<file path="src/pgp_pkg.sv">
package pgp_pkg;

    // ----------------------------------------
    // pin count and bus map
    // ----------------------------------------
    localparam int NPIN = 5;
    localparam logic [7:0] ARG_OFS = 8'h00; // command argument bytes
    localparam logic [7:0] CMD_OFS = 8'h04; // command code/length, write runs it
    localparam logic [7:0] RHDR_OFS = 8'h08; // reply code/length/error
    localparam logic [7:0] RDAT_OFS = 8'h0C; // reply payload bytes
    localparam logic [7:0] BOOT_OFS = 8'h10; // boot state store/load
    localparam logic [7:0] LVL_OFS = 8'h14; // sampled pin levels

    // ----------------------------------------
    // field positions
    // ----------------------------------------
    localparam int BOOT_STORE_BIT = 0;
    localparam int BOOT_LOAD_BIT = 1;
    localparam int RHDR_ERR_BIT = 16;

    // ----------------------------------------
    // command codes and limits
    // ----------------------------------------
    localparam logic [7:0] CMD_SET = 8'h22;
    localparam logic [7:0] CMD_READ = 8'h23;
    localparam logic [7:0] REPLY_BIT = 8'h40;
    localparam logic [2:0] LEN_SET_VAL = 3'h2;
    localparam logic [2:0] LEN_SET_CFG = 3'h3;
    localparam logic [2:0] LEN_READ = 3'h1;
    localparam logic [2:0] LEN_READ_RSP = 3'h4;
    localparam logic [7:0] DUTY_MAX = 8'h64; // 100 percent
    localparam logic [7:0] CFG_MAX = 8'h0F;
    localparam logic [7:0] IDX_LIMIT = 8'h05;

    // ----------------------------------------
    // drive mode encodings
    // ----------------------------------------
    localparam logic [2:0] MODE_FAST_PD = 3'h0;
    localparam logic [2:0] MODE_FAST_PP = 3'h1;
    localparam logic [2:0] MODE_HIZ = 3'h2;
    localparam logic [2:0] MODE_PU_FAST = 3'h3;
    localparam logic [2:0] MODE_SLOW_HI = 3'h4;
    localparam logic [2:0] MODE_SLOW_PP = 3'h5;
    localparam logic [2:0] MODE_SLOW_LO = 3'h7;

    // ----------------------------------------
    // reset values
    // ----------------------------------------
    localparam logic [7:0] RST_DUTY = 8'h00;
    localparam logic [3:0] RST_CFG = 4'h2; // shared function, hi-z

    // ----------------------------------------
    // timing
    // ----------------------------------------
    localparam int CLK_HZ = 40_000_000;
    localparam int PWM_HZ = 100;
    localparam int PWM_STEPS = 100;
    localparam int PWM_STEP_CYC = CLK_HZ / (PWM_HZ * PWM_STEPS);
    localparam int SAMPLE_HZ = 32;
    localparam int SAMPLE_CYC_DEF = CLK_HZ / SAMPLE_HZ;

    // ----------------------------------------
    // carriers
    // ----------------------------------------
    typedef struct packed {
        logic fn;          // 1 = user control
        logic [2:0] mode;  // drive mode field
    } pgp_cfg_t;

    typedef struct packed {
        logic oe;
        logic out;
        logic pu;
        logic pd;
        logic slow;
    } pgp_drv_t;

endpackage

</file>
<file path="src/pgp_gpio_port.sv">
`timescale 1ns/10ps

// Function
// five pins, index 5-255 selects nothing
// output high, low or 100 Hz PWM
// sample all inputs at 32 Hz
// latch edges per pin, clear on query
// host sends 0x22 with 2 or 3 bytes
// value 0 low, 1-99 duty, 100 high
// config byte 0-15, F bit and mode
// drive modes 000 to 011 as listed
// drive modes 100, 101, 111; 110 reserved
// function bit picks shared or user drive
// set acknowledged with code 0x62
// host reads with 0x23 and index
// read reply 0x63 with four bytes
// level byte bit0 level, bit1 fall, bit2 rise
// report real sampled pin state
// sampling free-running, short pulses may vanish
// third byte is stored requested value
// fourth byte config, upper bits zero
// config saved and restored as boot state
// bad arguments change nothing, no ack
module pgp_gpio_port
    import pgp_pkg::*;
#(
    parameter int SAMPLE_CYC = SAMPLE_CYC_DEF
) (
    input wire logic aclk,
    input wire logic aresetn,
    input wire logic [7:0] s_axi_awaddr,
    input wire logic s_axi_awvalid,
    output logic s_axi_awready,
    input wire logic [31:0] s_axi_wdata,
    input wire logic [3:0] s_axi_wstrb,
    input wire logic s_axi_wvalid,
    output logic s_axi_wready,
    output logic [1:0] s_axi_bresp,
    output logic s_axi_bvalid,
    input wire logic s_axi_bready,
    input wire logic [7:0] s_axi_araddr,
    input wire logic s_axi_arvalid,
    output logic s_axi_arready,
    output logic [31:0] s_axi_rdata,
    output logic [1:0] s_axi_rresp,
    output logic s_axi_rvalid,
    input wire logic s_axi_rready,
    input wire logic [4:0] gpio_in,
    input wire logic [4:0] dflt_out,
    input wire logic [4:0] dflt_oe,
    output logic [4:0] gpio_out,
    output logic [4:0] gpio_oe,
    output logic [4:0] gpio_pu,
    output logic [4:0] gpio_pd,
    output logic [4:0] gpio_slow
);

    // ----------------------------------------
    // helpers
    // ----------------------------------------

    // pad drive for one pin from config and level
    function automatic pgp_drv_t pin_drive(pgp_cfg_t c, logic lvl, logic doe, logic dout);
        pgp_drv_t d;
        d = '0;
        if (!c.fn) begin
            // shared function owns the pad
            d.oe = doe;
            d.out = dout;
        end else begin
            case (c.mode)
                MODE_FAST_PD: begin
                    d.oe = lvl;
                    d.out = lvl;
                    d.pd = !lvl;
                end
                MODE_FAST_PP: begin
                    d.oe = 1'b1;
                    d.out = lvl;
                end
                MODE_PU_FAST: begin
                    d.oe = !lvl;
                    d.pu = lvl;
                end
                MODE_SLOW_HI: begin
                    d.oe = lvl;
                    d.out = lvl;
                    d.slow = 1'b1;
                end
                MODE_SLOW_PP: begin
                    d.oe = 1'b1;
                    d.out = lvl;
                    d.slow = 1'b1;
                end
                MODE_SLOW_LO: begin
                    d.oe = !lvl;
                    d.slow = 1'b1;
                end
                // hi-z and reserved code: pad left floating
                default: begin
                    d.oe = 1'b0;
                end
            endcase
        end
        return d;
    endfunction

    // ----------------------------------------
    // state
    // ----------------------------------------
    logic [7:0] duty_q [NPIN];      // requested value per pin
    pgp_cfg_t cfg_q [NPIN];         // function and mode per pin
    logic [7:0] boot_duty_q [NPIN]; // boot copy
    pgp_cfg_t boot_cfg_q [NPIN];
    logic start_q;                  // first cycle after reset
    logic [23:0] arg_q;             // index, value, config bytes
    logic [7:0] rcode_q;            // reply code, 0 when refused
    logic [2:0] rlen_q;
    logic rerr_q;
    logic [31:0] rdat_q;
    logic [4:0] lvl_q;              // last sampled levels
    logic [4:0] rise_q;
    logic [4:0] fall_q;
    logic [31:0] samp_cnt_q;
    logic [11:0] pre_cnt_q;         // pwm step prescaler
    logic [6:0] step_q;             // pwm step 0..99
    logic [4:0] out_q, oe_q, pu_q, pd_q, slow_q;

    // ----------------------------------------
    // axi4-lite slave channels
    // ----------------------------------------
    logic aw_have_q, w_have_q;
    logic [7:0] awaddr_q;
    logic [31:0] wdata_q;
    logic [3:0] wstrb_q;
    logic awready_q, wready_q, bvalid_q, arready_q, rvalid_q;
    logic [1:0] bresp_q, rresp_q;
    logic [31:0] rdata_q;

    wire aw_take = s_axi_awvalid && awready_q;
    wire w_take = s_axi_wvalid && wready_q;
    wire wr_do = aw_have_q && w_have_q && !bvalid_q;
    wire aw_have_d = (aw_have_q && !wr_do) || aw_take;
    wire w_have_d = (w_have_q && !wr_do) || w_take;
    wire rd_take = s_axi_arvalid && arready_q;
    wire rvalid_d = rd_take || (rvalid_q && !s_axi_rready);

    // write address decode
    wire wa_arg = awaddr_q == ARG_OFS;
    wire wa_cmd = awaddr_q == CMD_OFS;
    wire wa_boot = awaddr_q == BOOT_OFS;
    wire wa_map = wa_arg || wa_cmd || wa_boot;

    // read address decode and data select
    wire [31:0] rsp_hdr = {15'h0000, rerr_q, 5'h00, rlen_q, rcode_q};
    wire ra_map = s_axi_araddr == ARG_OFS || s_axi_araddr == CMD_OFS
        || s_axi_araddr == RHDR_OFS || s_axi_araddr == RDAT_OFS
        || s_axi_araddr == BOOT_OFS || s_axi_araddr == LVL_OFS;
    wire [31:0] rsel =
        (s_axi_araddr == ARG_OFS) ? {8'h00, arg_q} :
        (s_axi_araddr == RHDR_OFS) ? rsp_hdr :
        (s_axi_araddr == RDAT_OFS) ? rdat_q :
        (s_axi_araddr == LVL_OFS) ? {27'h000_0000, lvl_q} : 32'h0000_0000;

    // ----------------------------------------
    // command decode
    // ----------------------------------------
    wire exec = wr_do && wa_cmd;
    wire [7:0] c_code = wdata_q[7:0];
    wire [2:0] c_len = wdata_q[10:8];
    wire [7:0] a_idx = arg_q[7:0];
    wire [7:0] a_val = arg_q[15:8];
    wire [7:0] a_cfg = arg_q[23:16];
    wire idx_ok = a_idx < IDX_LIMIT;
    wire [2:0] pin = a_idx[2:0];
    wire set_cfg = c_len == LEN_SET_CFG;
    // value and config byte range checks
    wire set_ok = c_code == CMD_SET && (c_len == LEN_SET_VAL || set_cfg)
        && idx_ok && a_val <= DUTY_MAX && (!set_cfg || a_cfg <= CFG_MAX);
    wire rd_ok = c_code == CMD_READ && c_len == LEN_READ && idx_ok;

    // ----------------------------------------
    // sampling and pwm timebase
    // ----------------------------------------
    wire samp_tick = samp_cnt_q == 32'(SAMPLE_CYC - 1);
    wire step_tick = pre_cnt_q == 12'(PWM_STEP_CYC - 1);
    wire [4:0] clr = (exec && rd_ok) ? 5'(5'h01 << pin) : 5'h00;
    wire [4:0] new_rise = samp_tick ? (~lvl_q & gpio_in) : 5'h00;
    wire [4:0] new_fall = samp_tick ? (lvl_q & ~gpio_in) : 5'h00;
    wire [7:0] lvl_byte = {5'h00, rise_q[pin], fall_q[pin], lvl_q[pin]};

    // per-pin pwm level: duty 0 never high, 100 always high
    logic [4:0] pwm_lvl;
    pgp_drv_t drv [NPIN];
    always_comb begin
        for (int i = 0; i < NPIN; i++) begin
            pwm_lvl[i] = {1'b0, step_q} < duty_q[i];
            drv[i] = pin_drive(cfg_q[i], pwm_lvl[i], dflt_oe[i], dflt_out[i]);
        end
    end

    // ----------------------------------------
    // bus handshake registers
    // ----------------------------------------

    // one write and one read in flight; address and data in any order
    always_ff @(posedge aclk) begin
        if (!aresetn) begin
            aw_have_q <= 1'b0;
            w_have_q <= 1'b0;
            awready_q <= 1'b0;
            wready_q <= 1'b0;
            bvalid_q <= 1'b0;
            bresp_q <= 2'h0;
        end else begin
            aw_have_q <= aw_have_d;
            w_have_q <= w_have_d;
            awready_q <= !aw_have_d;
            wready_q <= !w_have_d;
            if (wr_do) begin
                bvalid_q <= 1'b1;
                bresp_q <= wa_map ? 2'h0 : 2'h2; // slverr when unmapped
            end else if (s_axi_bready) begin
                bvalid_q <= 1'b0;
            end
        end
    end

    // captured write payload
    always_ff @(posedge aclk) begin
        if (!aresetn) begin
            awaddr_q <= 8'h00;
            wdata_q <= 32'h0000_0000;
            wstrb_q <= 4'h0;
        end else begin
            if (aw_take) awaddr_q <= s_axi_awaddr;
            if (w_take) wdata_q <= s_axi_wdata;
            if (w_take) wstrb_q <= s_axi_wstrb;
        end
    end

    // read channel, answer one cycle after address
    always_ff @(posedge aclk) begin
        if (!aresetn) begin
            arready_q <= 1'b0;
            rvalid_q <= 1'b0;
            rdata_q <= 32'h0000_0000;
            rresp_q <= 2'h0;
        end else begin
            arready_q <= !rvalid_d;
            rvalid_q <= rvalid_d;
            if (rd_take) begin
                rdata_q <= rsel;
                rresp_q <= ra_map ? 2'h0 : 2'h2;
            end
        end
    end

    // ----------------------------------------
    // argument and reply registers
    // ----------------------------------------

    // argument honours byte strobes; reply header updated by every command, payload only by accepted reads
    always_ff @(posedge aclk) begin
        if (!aresetn) begin
            arg_q <= 24'h00_0000;
            rcode_q <= 8'h00;
            rlen_q <= 3'h0;
            rerr_q <= 1'b0;
            rdat_q <= 32'h0000_0000;
        end else begin
            if (wr_do && wa_arg) begin
                for (int b = 0; b < 3; b++) begin
                    if (wstrb_q[b]) arg_q[8*b +: 8] <= wdata_q[8*b +: 8];
                end
            end
            if (exec) begin
                rerr_q <= !(set_ok || rd_ok);
                rcode_q <= (set_ok || rd_ok) ? (c_code | REPLY_BIT) : 8'h00;
                rlen_q <= rd_ok ? LEN_READ_RSP : 3'h0;
                if (rd_ok) begin
                    // index, level/edges, stored value, config
                    rdat_q <= {4'h0, cfg_q[pin], duty_q[pin], lvl_byte, a_idx};
                end
            end
        end
    end

    // ----------------------------------------
    // pin configuration and boot copy
    // ----------------------------------------

    // boot copy holds factory defaults until software stores
    always_ff @(posedge aclk) begin
        if (!aresetn) begin
            start_q <= 1'b1;
            for (int i = 0; i < NPIN; i++) begin
                duty_q[i] <= RST_DUTY;
                cfg_q[i] <= RST_CFG;
                boot_duty_q[i] <= RST_DUTY;
                boot_cfg_q[i] <= RST_CFG;
            end
        end else begin
            start_q <= 1'b0;
            if (start_q || (wr_do && wa_boot && wdata_q[BOOT_LOAD_BIT])) begin
                // startup or load-bit restore from boot copy
                for (int i = 0; i < NPIN; i++) begin
                    duty_q[i] <= boot_duty_q[i];
                    cfg_q[i] <= boot_cfg_q[i];
                end
            end else if (exec && set_ok) begin
                duty_q[pin] <= a_val;
                if (set_cfg) cfg_q[pin] <= a_cfg[3:0];
            end
            if (wr_do && wa_boot && wdata_q[BOOT_STORE_BIT]) begin
                for (int i = 0; i < NPIN; i++) begin
                    boot_duty_q[i] <= duty_q[i];
                    boot_cfg_q[i] <= cfg_q[i];
                end
            end
        end
    end

    // ----------------------------------------
    // input sampling and edge latches
    // ----------------------------------------

    // free-running; a pulse between two ticks is missed by design
    always_ff @(posedge aclk) begin
        if (!aresetn) begin
            samp_cnt_q <= 32'h0000_0000;
            lvl_q <= 5'h00;
            rise_q <= 5'h00;
            fall_q <= 5'h00;
        end else begin
            samp_cnt_q <= samp_tick ? 32'h0000_0000 : samp_cnt_q + 32'h0000_0001;
            if (samp_tick) lvl_q <= gpio_in;
            // a new edge in the clearing cycle wins over the clear
            rise_q <= (rise_q & ~clr) | new_rise;
            fall_q <= (fall_q & ~clr) | new_fall;
        end
    end

    // ----------------------------------------
    // pwm and pad outputs
    // ----------------------------------------

    // 100 steps of one percent each make one 100 Hz period
    always_ff @(posedge aclk) begin
        if (!aresetn) begin
            pre_cnt_q <= 12'h000;
            step_q <= 7'h00;
        end else begin
            pre_cnt_q <= step_tick ? 12'h000 : pre_cnt_q + 12'h001;
            if (step_tick) begin
                step_q <= (step_q == 7'(PWM_STEPS - 1)) ? 7'h00 : step_q + 7'h01;
            end
        end
    end

    // registered pad controls
    always_ff @(posedge aclk) begin
        if (!aresetn) begin
            out_q <= 5'h00;
            oe_q <= 5'h00;
            pu_q <= 5'h00;
            pd_q <= 5'h00;
            slow_q <= 5'h00;
        end else begin
            for (int i = 0; i < NPIN; i++) begin
                out_q[i] <= drv[i].out;
                oe_q[i] <= drv[i].oe;
                pu_q[i] <= drv[i].pu;
                pd_q[i] <= drv[i].pd;
                slow_q[i] <= drv[i].slow;
            end
        end
    end

    assign s_axi_awready = awready_q;
    assign s_axi_wready = wready_q;
    assign s_axi_bvalid = bvalid_q;
    assign s_axi_bresp = bresp_q;
    assign s_axi_arready = arready_q;
    assign s_axi_rvalid = rvalid_q;
    assign s_axi_rdata = rdata_q;
    assign s_axi_rresp = rresp_q;
    assign gpio_out = out_q;
    assign gpio_oe = oe_q;
    assign gpio_pu = pu_q;
    assign gpio_pd = pd_q;
    assign gpio_slow = slow_q;

    // ----------------------------------------
    // checks
    // ----------------------------------------
    // pin 4 is the one the bench walks through drive modes 000, 001, 010, 011 and 101
    wire hiz4 = cfg_q[4] == {1'b1, MODE_HIZ};

    a_reserved_index: assert property (@(posedge aclk) disable iff (!aresetn)
        exec && !idx_ok |=> rcode_q == 8'h00 && rerr_q)
        else $error("reserved index acknowledged");
    a_set_ack_code: assert property (@(posedge aclk) disable iff (!aresetn)
        exec && set_ok |=> rcode_q == 8'h62 && rlen_q == 3'h0)
        else $error("set reply wrong");
    a_read_ack_code: assert property (@(posedge aclk) disable iff (!aresetn)
        exec && rd_ok |=> rcode_q == 8'h63 && rlen_q == 3'h4 && rdat_q[7:0] == $past(a_idx))
        else $error("read reply wrong");
    a_sample_level: assert property (@(posedge aclk) disable iff (!aresetn)
        samp_tick |=> lvl_q == $past(gpio_in))
        else $error("sample not taken");
    a_rise_latch: assert property (@(posedge aclk) disable iff (!aresetn)
        samp_tick && !lvl_q[4] && gpio_in[4] |=> rise_q[4] ##1 (rise_q[4] || $past(clr[4])))
        else $error("rising edge lost");
    a_cfg_upper_zero: assert property (@(posedge aclk) disable iff (!aresetn)
        rcode_q == 8'h63 |-> rdat_q[31:28] == 4'h0 && rdat_q[15:11] == 5'h00)
        else $error("reserved reply bits set");
    a_bad_value_kept: assert property (@(posedge aclk) disable iff (!aresetn || start_q)
        exec && c_code == CMD_SET && a_val > DUTY_MAX |=> $stable(duty_q[4]) && $stable(cfg_q[4]))
        else $error("invalid value applied");
    a_hiz_no_drive: assert property (@(posedge aclk) disable iff (!aresetn)
        hiz4 && $past(hiz4) |-> !gpio_oe[4] && !gpio_pu[4] && !gpio_pd[4])
        else $error("hi-z pin driven");
    a_duty_zero_low: assert property (@(posedge aclk) disable iff (!aresetn)
        duty_q[0] == 8'h00 |-> !pwm_lvl[0])
        else $error("zero duty went high");

endmodule

</file>
<file path="config.mk">
export PLATFORM = sky130hd
export DESIGN_NAME = pgp_gpio_port
export DESIGN_NICKNAME = d
export VERILOG_FILES = /design/src/pgp_pkg.sv /design/src/pgp_gpio_port.sv
export SDC_FILE = /design/constraint.sdc
export NUM_CORES = 1
export LEC_CHECK = 0
export ABC_AREA = 1
export BUFFER_PORTS_ARGS = -buffer_cell sky130_fd_sc_hd__buf_2
export CORE_ASPECT_RATIO = 1.2
export CORE_MARGIN = 2
export CORE_UTILIZATION = 60
export DETAILED_ROUTE_END_ITERATION = 10
export GPL_TIMING_DRIVEN = 0
export HOLD_SLACK_MARGIN = 0.08
export PLACE_DENSITY = 0.8
export RECOVER_POWER = 100
export SETUP_SLACK_MARGIN = 0.15
export SLEW_MARGIN = 20
export SYNTH_ARGS = -nofsm -noshare
export SYNTH_HDL_FRONTEND = slang
export SYNTH_SLANG_ARGS = --single-unit
</file>
<file path="constraint.sdc">
create_clock -name aclk -period 7.5 [get_ports aclk]
set_input_delay 1.875 -clock aclk [delete_from_list [all_inputs] [get_ports aclk]]
set_output_delay 1.875 -clock aclk [all_outputs]
set_load 0.02 [all_outputs]
</file>
==> results.toml <==
[run_status]
outcome = "finished clean"

[power_and_ir_drop]
peakVddDrop_uv = 159
power.leakage_nw = 7.59
pwr-share-seq_pct = 50.9
p_int_mw = 3.39
switching_share_pct = 22.9
cellPowerDensity_nw_per_um2 = 231
clockPowerShare_pct = 43.2
combPwrFrac_pct = 5.9
power.total_mw = 4.39
p_sw_mw = 1.01

[placement]
dp_hpwl_mm = 34.5
place_ws_ns = 3.21
place_congestion = 0.972
port_buffers = 123

[sta]
finalSetupViolations = 0
drv_slew = 0
fin_skew_ns = 0.0328
fin_crit_sh_pct = 61.5
fin_setup_tns_ns = 0
worst_pin_slew_ns = 0.975
holdWs_ns = 0.439
max-slew-margin-rel_pct = 34.7
fin_crit_ns = 4.61
rsz0062_at_grt = "no"
max_freq_ghz = 0.217
timing.final.ws_setup_ns = 2.89
hold_viol = 0

[finish]
fin_util_pct = 69.9
fillCellCount = 2249
drive_gt1_share_pct = 7.95
final_nets = 2308
area_growth_pct = 14.1
final_common_cell = "nand2_1"
final_cell_mix = "449 x nand2_1, 270 x nor2_1, 221 x dfxtp_1, 212 x inv_1, 156 x edfxtp_1"
diodes = 0

[drt]
wl_per_cell_um = 18.2
initialDrtViolationCount = 1439
drc = 0
dr.pass1.iters = 6
routed_wl_mm = 46.8
ant_nets = 0
via_count = 14800
post_drt_via_cell_ratio = 5.75

[grt]
grt_pass1_vias = 14300
overflow = 0
grt_first_pass_wirelength_mm = 72.7
grt_util_all_layers_pct = 31.8
antenna_found_initial = 0
grt_max_degree = 46

[floorplan]
rows = 66
ioPinCount = 140
core_sq_um = 27300
dieArea_sq_um = 29200
initial_core_util_pct = 61.3
die_w_um = 156
die-height_um = 187

[job]
max_cap_violations = 0

[worst_hold_path]
holdPathStages = 2
hp-class = "register to register"

[critical_path]
crit_required_ns = 7.73
setup.worst_path.class = "input pin to register"
worstPathArrival_ns = 4.85
crit_path_max_fanout = 45
r2r_cells = 6
cp-end-kind = "register"
start_kind = "input pin"

[clocking]
root_buffer = "clkbuf_16"
post_cts_resized = 0
cts_setup_buffers = 0
htreeDepth = 2
clk_latency_ns = 0.54
clk_pin_slew_worst_paths_ns = 0.06
numCtsBuffers = 36
hold_buffers = 0
clock-sinks = 377
cts_tree = "built"
clk_path_buf_depth = 3

[logic_synthesis]
yosysSeqAreaShare_pct = 54.5
ys.warnings.count = 0
ys_ff_latch = 377
syn_inst = 1998
yosysUniqueCellTypes = 43
post_synth.cell_area_avg_sq_um = 8.36
syn_area_sq_um = 16700
[cell families (layout without fill, tap and decap cells)]
kind of cell / count (synthesis) / after routing / share of synthesized area [%]
AND/OR/NAND/NOR: 922 / 922 / 23.5
flip-flops: 377 / 377 / 54.5
AO/OA/AOI/OAI: 361 / 361 / 11.9
buffers and inverters: 294 / 482 / 7.06
adder cells (fa/ha/maj): 33 / 33 / 2.47
XOR/XNOR: 10 / 10 / 0.524
other: 1 / 42 / 0.0225
[power groups by stage]
stage | clock (mW) | sequential (mW) | combinational, mW
final | 1.90 | 2.24 | 0.260
after CTS | 1.90 | 2.23 | 0.261
after global routing | 1.98 | 2.24 | 0.288
after detailed placement | 0 | 2.28 | 0.260
after floorplan | 0 | 2.28 | 0.150
after global placement | 0 | 2.28 | 0.250
[synthesized netlist by cell type, drive strengths merged]
cell type,instances,area [sq um]
nand2,456,1730
nor2,281,1120
dfxtp,221,4420
inv,216,811
edfxtp,156,4680
o21ai,156,781
a21oi,137,686
nand3,73,380
nand4,49,307
clkbuf,40,150
nor3,35,190
buf,34,203
ha,33,413
o2111ai,23,201
o211ai,16,120
nor3b,9,67.6
or2,9,56.3
a22oi,6,45.0
a31oi,6,37.5
o22ai,6,37.5
xor2,6,52.6
clkinv,4,15.0
nor4,4,25.0
xnor2,4,35.0
a211oi,3,22.5
a21boi,3,22.5
and3,3,18.8
a2111oi,2,17.5
nand3b,2,15.0
a31o,1,8.76
conb,1,3.75
nand2b,1,6.26
o21a,1,7.51
o21bai,1,7.51
[per-stage QoR]
stage | cell area, sq um | std cells
2_1_floorplan | 16900 | 2039
3_3_place_gp | 17900 | 2502
3_5_place_dp | 17900 | 2503
4_1_cts | 19200 | 2567
5_1_grt | 19100 | 2567
6_report | 19100 | 2567
[path summary, 6_finish.rpt]
check / start / to / slack (ns)
setup / recovery: aresetn / boot_duty_q[0][10] / 2.89
hold / removal: rdat_q[6] / rdat_q[6] / 0.44
setup reg to reg: arg_q[0] / duty_q[1][0] / 4.70
hold reg to reg: rdat_q[6] / rdat_q[6] / 0.44
[per-layer routing]
metal | wire (um) | global-route usage [%] | vias up
li1 | - | - | 7023
met1 | 17800 | 39.1 | 6791
met2 | 22400 | 53.2 | 765
met3 | 4000 | 5.36 | 176
met4 | 2660 | 16.8 | 0
met5 | 0 | 0 | -
[worst max-delay path: stages]
cell and delay, ns:
clkbuf_1 0.61, clkbuf_1 0.71, clkbuf_1 0.52, nand2_1 0.66
buf_16 0.43
[cell type report]
| class | instances | area [sq um] | area share [%] |
|---|---|---|---|
| multi-input cells | 1368 | 6560 | 34.4 |
| well taps | 340 | 425 | 2.23 |
| inverters | 220 | 826 | 4.33 |
| flip-flops and latches | 377 | 9110 | 47.8 |
| repair buffers | 124 | 568 | 2.98 |
| clock inverters | 14 | 155 | 0.814 |
| plain buffers | 74 | 334 | 1.75 |
| clock buffers | 50 | 1080 | 5.66 |
[state kept, by name, indices dropped and copies added (netlist names), 7 cells and up]
name,count
s_axi_rdata,28
boot_cfg_q,20
step_q,7
samp_cnt_q,32
rcode_q,8
boot_duty_q,40
wdata_q,24
awaddr_q,8
rdat_q,23
duty_q,64
arg_q,24
pre_cnt_q,12
cfg_q,32
(Power assumes the default switching activity.)
